===== src/core/dpsr_map.vh =====
// Constants for the DRAM power-state and refresh controller
`ifndef DPSR_MAP_VH
`define DPSR_MAP_VH
// Row command codes presented on the row command port
`define DPSR_CMD_W 3
`define DPSR_CMD_NONE 3'h0
`define DPSR_CMD_DOZE 3'h1
`define DPSR_CMD_DEEP 3'h2
`define DPSR_CMD_DOZE_REL 3'h3
`define DPSR_CMD_DEEP_REL 3'h4
`define DPSR_CMD_ACT 3'h5
`define DPSR_CMD_PRE 3'h6
// Refresh bank sequence bounds
`define DPSR_FIRST_BANK 5'h0c
`define DPSR_LAST_BANK 5'h1f
// Default timing counts in clock cycles
`define DPSR_CLK_HOLD 16
`define DPSR_QUIET 16
`define DPSR_PRE_EXIT 16
`define DPSR_LOCKOUT 32
`define DPSR_RAS 16
`define DPSR_REF_INT 1953
`define DPSR_BURST_GAP 8
`define DPSR_DOZE_MAX 100000
`endif


===== src/core/dpsr_ctrl.v =====
// Host-side controller for DRAM low-power entry, wake-up and periodic refresh
// Summary of operation
// Doze or deep-sleep entry sent as a row command to the device.
// Channel clock held stable for clock-hold time after entry command.
// Device returns to attention or idle-ready state held at entry.
// Device restores output current and slew levels leaving deep-sleep.
// Write buffer retired and banks precharged before entry; user sequences this.
// No packets to the device during the quiet interval after entry.
// Channel clocks stable for pre-exit interval before wake starts.
// Wake pattern 01 on command pin across serial clock fall then rise.
// Serial input low for doze exit, high for deep-sleep exit at fall.
// Device identifier on lane A low bits at slot-selected rising edge.
// With bypass set, device ignores identifier and wakes on pattern.
// Row and column quiet around wake edge before directing packets.
// Lockouts after exit before re-entry and after entry before exit.
// Broadcast periodic activate opens bank at device row counter row.
// Device advances row counter when maximum bank is activated.
// Periodic activates issued once per refresh interval on average.
// Broadcast periodic precharge issued one row-active time after activate.
// Refresh banks stepped non-adjacently starting at 12, ending at 31.
// Device self-refreshes in deep-sleep and in doze with enable set.
// Device self-refresh uses internal time base and counters.
// Refresh up to bank 31 before sleep, restart from bank 12 after.
// All banks refreshed once in burst interval after exit.
// Release command returns attention states to idle-ready.
// Doze stay limited to maximum doze time, then forced wake.
// Device records entry state and release request for exit.
// Refresh continues while doze has self-refresh disabled.
`timescale 1ns/100ps
`include "dpsr_map.vh"
module dpsr_ctrl #(
	parameter CLK_HOLD = `DPSR_CLK_HOLD,
	parameter QUIET = `DPSR_QUIET,
	parameter PRE_EXIT = `DPSR_PRE_EXIT,
	parameter LOCKOUT = `DPSR_LOCKOUT,
	parameter RAS = `DPSR_RAS,
	parameter REF_INT = `DPSR_REF_INT,
	parameter BURST_GAP = `DPSR_BURST_GAP,
	parameter DOZE_MAX = `DPSR_DOZE_MAX,
	parameter SCK_DIV = 8
)(
	// Clock and reset
	input wire clock_i,
	input wire rst_i,
	// User orders
	input wire sleep_req_i,
	input wire sleep_deep_i,
	input wire sleep_release_i,
	input wire wake_req_i,
	input wire [5:0] exit_device_identifier_i,
	input wire exit_device_select_bypass_i,
	input wire exit_slot_i,
	input wire doze_self_renewal_enable_i,
	// Status
	output reg busy_o,
	output reg asleep_o,
	output reg row_quiet_o,
	// Row command port toward channel packet logic
	output reg [2:0] row_cmd_o,
	output reg [4:0] row_bank_o,
	output reg row_broadcast_o,
	output reg clock_hold_o,
	// Wake pins
	output reg wake_cmd_o,
	output reg serial_input_pin_o,
	output reg serial_clk_o,
	output reg [5:0] data_lane_a_low_bits_o,
	output reg data_lane_a_oe_o
);
	// ==============================
	// Helpers
	function [4:0] next_bank;
		input [4:0] b;
		begin
			// Fixed table order inside each half keeps neighbours apart; f moves on to the other half
			case (b[3:0])
				4'hc: next_bank = {b[4], 4'ha};
				4'ha: next_bank = {b[4], 4'h5};
				4'h5: next_bank = {b[4], 4'h3};
				4'h3: next_bank = {b[4], 4'h0};
				4'h0: next_bank = {b[4], 4'he};
				4'he: next_bank = {b[4], 4'h9};
				4'h9: next_bank = {b[4], 4'h7};
				4'h7: next_bank = {b[4], 4'h4};
				4'h4: next_bank = {b[4], 4'h2};
				4'h2: next_bank = {b[4], 4'hd};
				4'hd: next_bank = {b[4], 4'hb};
				4'hb: next_bank = {b[4], 4'h8};
				4'h8: next_bank = {b[4], 4'h6};
				4'h6: next_bank = {b[4], 4'h1};
				4'h1: next_bank = {b[4], 4'hf};
				default: next_bank = {~b[4], 4'hc};
			endcase
		end
	endfunction
	// ==============================
	// States
	localparam S_AWAKE = 4'h0;
	localparam S_DRAIN = 4'h1;
	localparam S_ENTER = 4'h2;
	localparam S_HOLD = 4'h3;
	localparam S_SLEEP = 4'h4;
	localparam S_PREX = 4'h5;
	localparam S_WFALL = 4'h6;
	localparam S_WRISE = 4'h7;
	localparam S_WID = 4'h8;
	localparam S_LOCK = 4'h9;
	reg [3:0] state_reg;
	reg [31:0] tmr_reg;
	reg [31:0] ref_tmr_reg;
	reg [31:0] ras_tmr_reg;
	reg [31:0] doze_tmr_reg;
	reg [4:0] bank_reg;
	reg ras_pend_reg;
	reg deep_reg;
	reg self_ref_reg;
	reg burst_reg;
	reg [5:0] burst_cnt_reg;
	reg [1:0] sck_ph_reg;
	reg slot_reg;
	reg fire_act;
	wire ref_due = burst_reg ? (ref_tmr_reg >= BURST_GAP) : (ref_tmr_reg >= REF_INT);
	// Quiet and wake windows carry no new activate, even while the core is not self-refreshing
	wire quiet_state = state_reg == S_HOLD || state_reg == S_PREX || state_reg == S_WFALL
		|| state_reg == S_WRISE || state_reg == S_WID || state_reg == S_LOCK;
	wire refresh_live = !quiet_state && (!self_ref_reg || (state_reg != S_SLEEP && state_reg != S_ENTER));
	wire sck_tick = (tmr_reg >= SCK_DIV - 1);
	always @*
	begin
		fire_act = refresh_live && ref_due && !ras_pend_reg && state_reg != S_ENTER;
	end
	// ==============================
	// Main sequencer
	always @(posedge clock_i)
	begin
		if (rst_i)
		begin
			state_reg <= S_AWAKE;
			tmr_reg <= 32'h0;
			ref_tmr_reg <= 32'h0;
			ras_tmr_reg <= 32'h0;
			doze_tmr_reg <= 32'h0;
			bank_reg <= `DPSR_FIRST_BANK;
			ras_pend_reg <= 1'b0;
			deep_reg <= 1'b0;
			self_ref_reg <= 1'b0;
			burst_reg <= 1'b0;
			burst_cnt_reg <= 6'h0;
			sck_ph_reg <= 2'h0;
			slot_reg <= 1'b0;
			busy_o <= 1'b0;
			asleep_o <= 1'b0;
			row_quiet_o <= 1'b0;
			row_cmd_o <= `DPSR_CMD_NONE;
			row_bank_o <= 5'h0;
			row_broadcast_o <= 1'b0;
			clock_hold_o <= 1'b0;
			wake_cmd_o <= 1'b0;
			serial_input_pin_o <= 1'b0;
			serial_clk_o <= 1'b1;
			data_lane_a_low_bits_o <= 6'h0;
			data_lane_a_oe_o <= 1'b0;
		end
		else
		begin
			row_cmd_o <= `DPSR_CMD_NONE;
			row_broadcast_o <= 1'b0;
			tmr_reg <= tmr_reg + 32'h1;
			ref_tmr_reg <= ref_tmr_reg + 32'h1;
			// Refresh engine
			if (ras_pend_reg)
			begin
				ras_tmr_reg <= ras_tmr_reg + 32'h1;
				if (ras_tmr_reg >= RAS - 1)
				begin
					ras_pend_reg <= 1'b0;
					row_cmd_o <= `DPSR_CMD_PRE;
					row_broadcast_o <= 1'b1;
					row_bank_o <= bank_reg;
					bank_reg <= next_bank(bank_reg);
				end
			end
			else if (fire_act)
			begin
				ref_tmr_reg <= 32'h0;
				ras_pend_reg <= 1'b1;
				ras_tmr_reg <= 32'h0;
				row_cmd_o <= `DPSR_CMD_ACT;
				row_broadcast_o <= 1'b1;
				row_bank_o <= bank_reg;
				if (burst_reg)
				begin
					burst_cnt_reg <= burst_cnt_reg + 6'h1;
					if (burst_cnt_reg == 6'h1f)
						burst_reg <= 1'b0;
				end
			end
			case (state_reg)
				S_AWAKE:
				begin
					busy_o <= 1'b0;
					row_quiet_o <= 1'b0;
					if (sleep_req_i)
					begin
						busy_o <= 1'b1;
						deep_reg <= sleep_deep_i;
						self_ref_reg <= sleep_deep_i | doze_self_renewal_enable_i;
						state_reg <= S_DRAIN;
					end
				end
				S_DRAIN:
				begin
					// Refresh up to the last bank first so self-refresh skips nothing
					if (!self_ref_reg || (bank_reg == `DPSR_FIRST_BANK && !ras_pend_reg && !fire_act))
						state_reg <= S_ENTER;
				end
				S_ENTER:
				begin
					if (!ras_pend_reg)
					begin
						row_cmd_o <= deep_reg ? (sleep_release_i ? `DPSR_CMD_DEEP_REL : `DPSR_CMD_DEEP)
							: (sleep_release_i ? `DPSR_CMD_DOZE_REL : `DPSR_CMD_DOZE);
						row_bank_o <= 5'h0;
						clock_hold_o <= 1'b1;
						row_quiet_o <= 1'b1;
						tmr_reg <= 32'h0;
						state_reg <= S_HOLD;
					end
				end
				S_HOLD:
				begin
					if (tmr_reg >= CLK_HOLD - 1 && tmr_reg >= QUIET - 1 && tmr_reg >= LOCKOUT - 1)
					begin
						clock_hold_o <= 1'b0;
						asleep_o <= 1'b1;
						doze_tmr_reg <= 32'h0;
						state_reg <= S_SLEEP;
					end
				end
				S_SLEEP:
				begin
					doze_tmr_reg <= doze_tmr_reg + 32'h1;
					if (wake_req_i || (!deep_reg && doze_tmr_reg >= DOZE_MAX - 1))
					begin
						clock_hold_o <= 1'b1;
						tmr_reg <= 32'h0;
						state_reg <= S_PREX;
					end
				end
				S_PREX:
				begin
					if (tmr_reg >= PRE_EXIT - 1)
					begin
						wake_cmd_o <= 1'b0;
						serial_input_pin_o <= deep_reg;
						slot_reg <= exit_slot_i;
						tmr_reg <= 32'h0;
						state_reg <= S_WFALL;
					end
				end
				S_WFALL:
				begin
					if (sck_tick)
					begin
						serial_clk_o <= 1'b0;
						tmr_reg <= 32'h0;
						sck_ph_reg <= 2'h0;
						state_reg <= S_WRISE;
					end
				end
				S_WRISE:
				begin
					if (sck_tick)
					begin
						serial_clk_o <= 1'b1;
						wake_cmd_o <= 1'b1;
						if (!exit_device_select_bypass_i && !slot_reg)
						begin
							data_lane_a_low_bits_o <= exit_device_identifier_i;
							data_lane_a_oe_o <= 1'b1;
						end
						tmr_reg <= 32'h0;
						state_reg <= S_WID;
					end
				end
				S_WID:
				begin
					// Toggle serial clock for two more cycles; second rise serves slot one
					if (sck_tick)
					begin
						tmr_reg <= 32'h0;
						sck_ph_reg <= sck_ph_reg + 2'h1;
						serial_clk_o <= ~serial_clk_o;
						wake_cmd_o <= 1'b0;
						if (sck_ph_reg == 2'h1 && slot_reg && !exit_device_select_bypass_i)
						begin
							data_lane_a_low_bits_o <= exit_device_identifier_i;
							data_lane_a_oe_o <= 1'b1;
						end
						if (sck_ph_reg == 2'h3)
						begin
							data_lane_a_oe_o <= 1'b0;
							clock_hold_o <= 1'b0;
							state_reg <= S_LOCK;
						end
					end
				end
				S_LOCK:
				begin
					asleep_o <= 1'b0;
					// Rows stay quiet through the lockout, then the bank burst starts if the device was self-refreshing
					if (tmr_reg >= LOCKOUT - 1)
					begin
						row_quiet_o <= 1'b0;
						bank_reg <= self_ref_reg ? `DPSR_FIRST_BANK : bank_reg;
						burst_reg <= self_ref_reg;
						burst_cnt_reg <= 6'h0;
						ref_tmr_reg <= BURST_GAP;
						self_ref_reg <= 1'b0;
						state_reg <= S_AWAKE;
					end
				end
				default: state_reg <= S_AWAKE;
			endcase
		end
	end
endmodule // dpsr_ctrl


===== config.mk =====
export PLATFORM = sky130hd
export DESIGN_NAME = dpsr_ctrl
export DESIGN_NICKNAME = d
export VERILOG_FILES = /design/src/core/dpsr_ctrl.v
export VERILOG_INCLUDE_DIRS = /design/src /design/src/core
export SDC_FILE = /design/constraint.sdc
export NUM_CORES = 1
export LEC_CHECK = 0
export BUFFER_PORTS_ARGS = -buffer_cell sky130_fd_sc_hd__buf_4
export CELL_PAD_IN_SITES_DETAIL_PLACEMENT = 1
export CELL_PAD_IN_SITES_GLOBAL_PLACEMENT = 2
export CORE_ASPECT_RATIO = 0.9
export CORE_UTILIZATION = 40
export CTS_BUF_LIST = sky130_fd_sc_hd__clkbuf_8
export DETAILED_ROUTE_END_ITERATION = 16
export PLACE_DENSITY_LB_ADDON = 0.1
export SYNTH_ARGS = -nofsm -noshare
export SYNTH_HDL_FRONTEND = slang
export SYNTH_SLANG_ARGS = --single-unit

===== constraint.sdc =====
create_clock -name clock_i -period 3.8 [get_ports clock_i]
set_input_delay 0.76 -clock clock_i [delete_from_list [all_inputs] [get_ports clock_i]]
set_output_delay 0.76 -clock clock_i [all_outputs]
set_load 0.01 [all_outputs]

==> summary.md <==
| Metric | Value |
|---|---|
| Prevailing post-synth register cell | `dfxtp_1` |
| Via count | `6988` |
| First-pass DRT Iterations | `6` |
| Largest stage delay, worst path | `500 ps` |
| CTS clk-pin slew, worst paths | `90 ps` |
| DRT iter0 DRCs | `290` |
| Vias in the first global route | `6905` |
| Min cycle time layout | `2890 ps` |
| Die Span Y | `138 µm` |
| Synth Cell Area | `8240 µm²` |
| Slew @ Worst Pin | `855 ps` |
| Crit-path cells | `ha_1, nand4_1, a211oi_1, nor4b_1, a221oi_1, o31ai_4, o41ai_1, a21oi_1` |
| Finished Core Util | `0.455` |
| Ant diodes | `0` |
| Mean area per synthesized cell | `8.26 µm²` |
| Most common cell after layout, fill and taps aside | `nor2_1` |
| Pre-CTS WS | `1020 ps` |
| Vias per inst | `5.40` |
| Rows | `49` |
| Fraction of layout cells with a size suffix above 1 | `0.110` |
| Register area share after synthesis | `0.420` |
| Fmax | `346 MHz` |
| Worst Hold Launch | `tmr_reg[0]$_SDFF_PP0_` |
| GRT Total Usage | `0.202` |
| Largest net degree at the start of global routing | `69` |
| Post-CTS Setup Inserts | `0` |
| Reg2reg path depth | `8` |
| Max Cap Violations | `0` |
| Synth Instances | `997` |
| Commonest non-fill, non-tap cells in the layout | `nor2_1 (183), dfxtp_1 (173), nand2_1 (85), nand3_1 (79), a21oi_1 (52)` |
| I/O pin cnt | `38` |
| Slew headroom | `0.426` |
| Top post-synthesis cells by area | `dfxtp_1 (42%), nor2_1 (8.3%), nand3_1 (4.8%), xor2_1 (4.8%), nand2_1 (3.9%)` |
| Initial antenna violation count | `0` |
| Worst-path fanout max | `5` |
| Leak | `3.34 nW` |
| Flop2flop setup slack | `910 ps` |
| Crit-path slowest cell | `a221oi_1` |
| Crit path required time | `4120 ps` |
| Core area | `20100 µm²` |
| RR Startpoint | `doze_tmr_reg[0]$_SDFFE_PP0P_` |
| Die Wd | `153 µm` |
| Synth Register Bits | `173` |
| Clock buffer depth | `2` |
| Post-DP HPWL | `14400 µm` |
| Grt ovf | `0` |
| Worst setup path start | `doze_tmr_reg[0]$_SDFFE_PP0P_` |
| Slew Viols, Final | `0` |
| Final ANT Viol Nets | `0` |
| H-tree depth | `4` |
| First-pass GRT wire length | `35000 µm` |
| Clock root buffer | `clkbuf_8` |
| Die Area | `21200 µm²` |
| Fin nets | `1054` |
| Pwr/cell area | `370 nW/µm²` |
| Period utilization | `0.760` |
| Worst skew pair latency | `460 ps` |
| Final wirelength | `20500 µm` |
| Top cell type by total area after synthesis | `dfxtp_1` |
| Hold path cells | `1` |
| Crit path kind | `reg2reg` |
| Sink Count | `173` |
| Clk_skew | `19.2 ps` |
| Routed wire per std cell | `15.8 µm` |
| Crit. End Element | `flip-flop` |
| Initial Utilization | `0.410` |
| Final Wtd Congestion | `0.774` |
| Worst hold path class | `reg2reg` |
| Area delta synth->final | `11.0%` |
| Unrepaired setup endpoints after global routing | `no` |
| CTS Hold Buffers Added | `0` |
| Net Count, Synth | `1023` |
| Synth unique cells | `65` |
| Buffers on Ports | `37` |
| Data arrival, critical path | `3210 ps` |
| Final worst-path setup slack | `912 ps` |
| Async S/R FF share, synth | `0` |
| VDD IR max | `204 µV` |
| Residual DRC count | `0` |
| Syn. warnings | `0` |
| Outcome | `finished, final reports clean` |
| EDFF count, synth | `0` |
| Total power | `3.39 mW` |
| Share of the synthesized area in the top cell type | `0.420` |
| TritonCTS Buffers | `17` |
| Final Hold Violating Endpoints | `0` |
| Setup Viol. Count Final | `0` |
| Critical Path Source Type | `flip-flop` |
| Setup TNS | `0 ps` |
| CTS tree | `done` |
| Post-CTS Resized | `0` |
-- kinds of logic after synthesis --
| family | Yosys count | synth area share |
|---|---|---|
| simple gates | 522 | 0.313 |
| compound gates | 124 | 0.0974 |
| mux | 36 | 0.0463 |
| flops | 173 | 0.420 |
| buf+inv | 59 | 0.0296 |
| fa+ha+maj | 11 | 0.0167 |
| xor+xnor | 72 | 0.0765 |
-- path summary, 6_finish.rpt --
path                                     to
setup / recovery  state_reg[3]$_SDFFE_PP0P_
hold / removal        tmr_reg[0]$_SDFF_PP0_
setup reg to reg  state_reg[3]$_SDFFE_PP0P_
hold reg to reg       tmr_reg[0]$_SDFF_PP0_
-- power by group --
group          total (mW)  leakage [nW]  internal, mW  switching [mW]
Sequential           1.86          1.40          1.84          0.0230
Combinational       0.250          1.75        0.0856           0.165
Clock                1.28         0.188         0.547           0.729
-- layer usage --
layer | part of all wire | up-vias | GRT usage
met5 | 0 | - | 0
met2 | 0.44 | 70 | 0.307
met1 | 0.53 | 3343 | 0.294
li1 | - | 3563 | -
met3 | 0.027 | 12 | 0.0345
met4 | 0.0091 | 0 | 0.0574
-- critical path: cells and delay by family (launching register included) --
kind | cells | cell delay [ps]
simple gates | 2 | 390
compound gates | 5 | 1720
fa+ha+maj | 1 | 230
flops | 1 | 410
-- through the flow --
stage / std cells / hold slack [ps] / area, µm²
2_1_floorplan: 997 / 418 / 8240
3_3_place_gp: 1264 / 433 / 8770
3_5_place_dp: 1264 / 437 / 8770
4_1_cts: 1295 / 458 / 9150
5_1_grt: 1295 / 472 / 9150
6_report: 1295 / 455 / 9150
-- cells in the mapped netlist (6+ instances only) --
cell and count:
nor4_1 25, mux2_1 6, mux2_2 11, a21oi_1 52, nor3_1 20, mux2i_1 19
or3_1 12, inv_1 22, nor2_1 183, and3_1 23, clkbuf_1 27, o211ai_1 10
xor2_1 45, o21ai_0 17, nand2_1 85, buf_2 6, nand3_1 79, nand4_1 30
xnor2_1 27, nand2b_1 9, o21a_1 8, dfxtp_1 173, ha_1 11, or2_2 10
and4_1 10
-- cell type report --
class / count / area [µm²]
Clock buffer: 18 / 248
Clock inverter: 13 / 131
Fill cell: 2401 / 11000
Inverter: 22 / 82.6
Multi-Input combinational cell: 765 / 4530
Sequential cell: 173 / 3460
Tap cell: 255 / 319
Timing Repair Buffer: 49 / 368
Power figures use the tool's default switching activity.
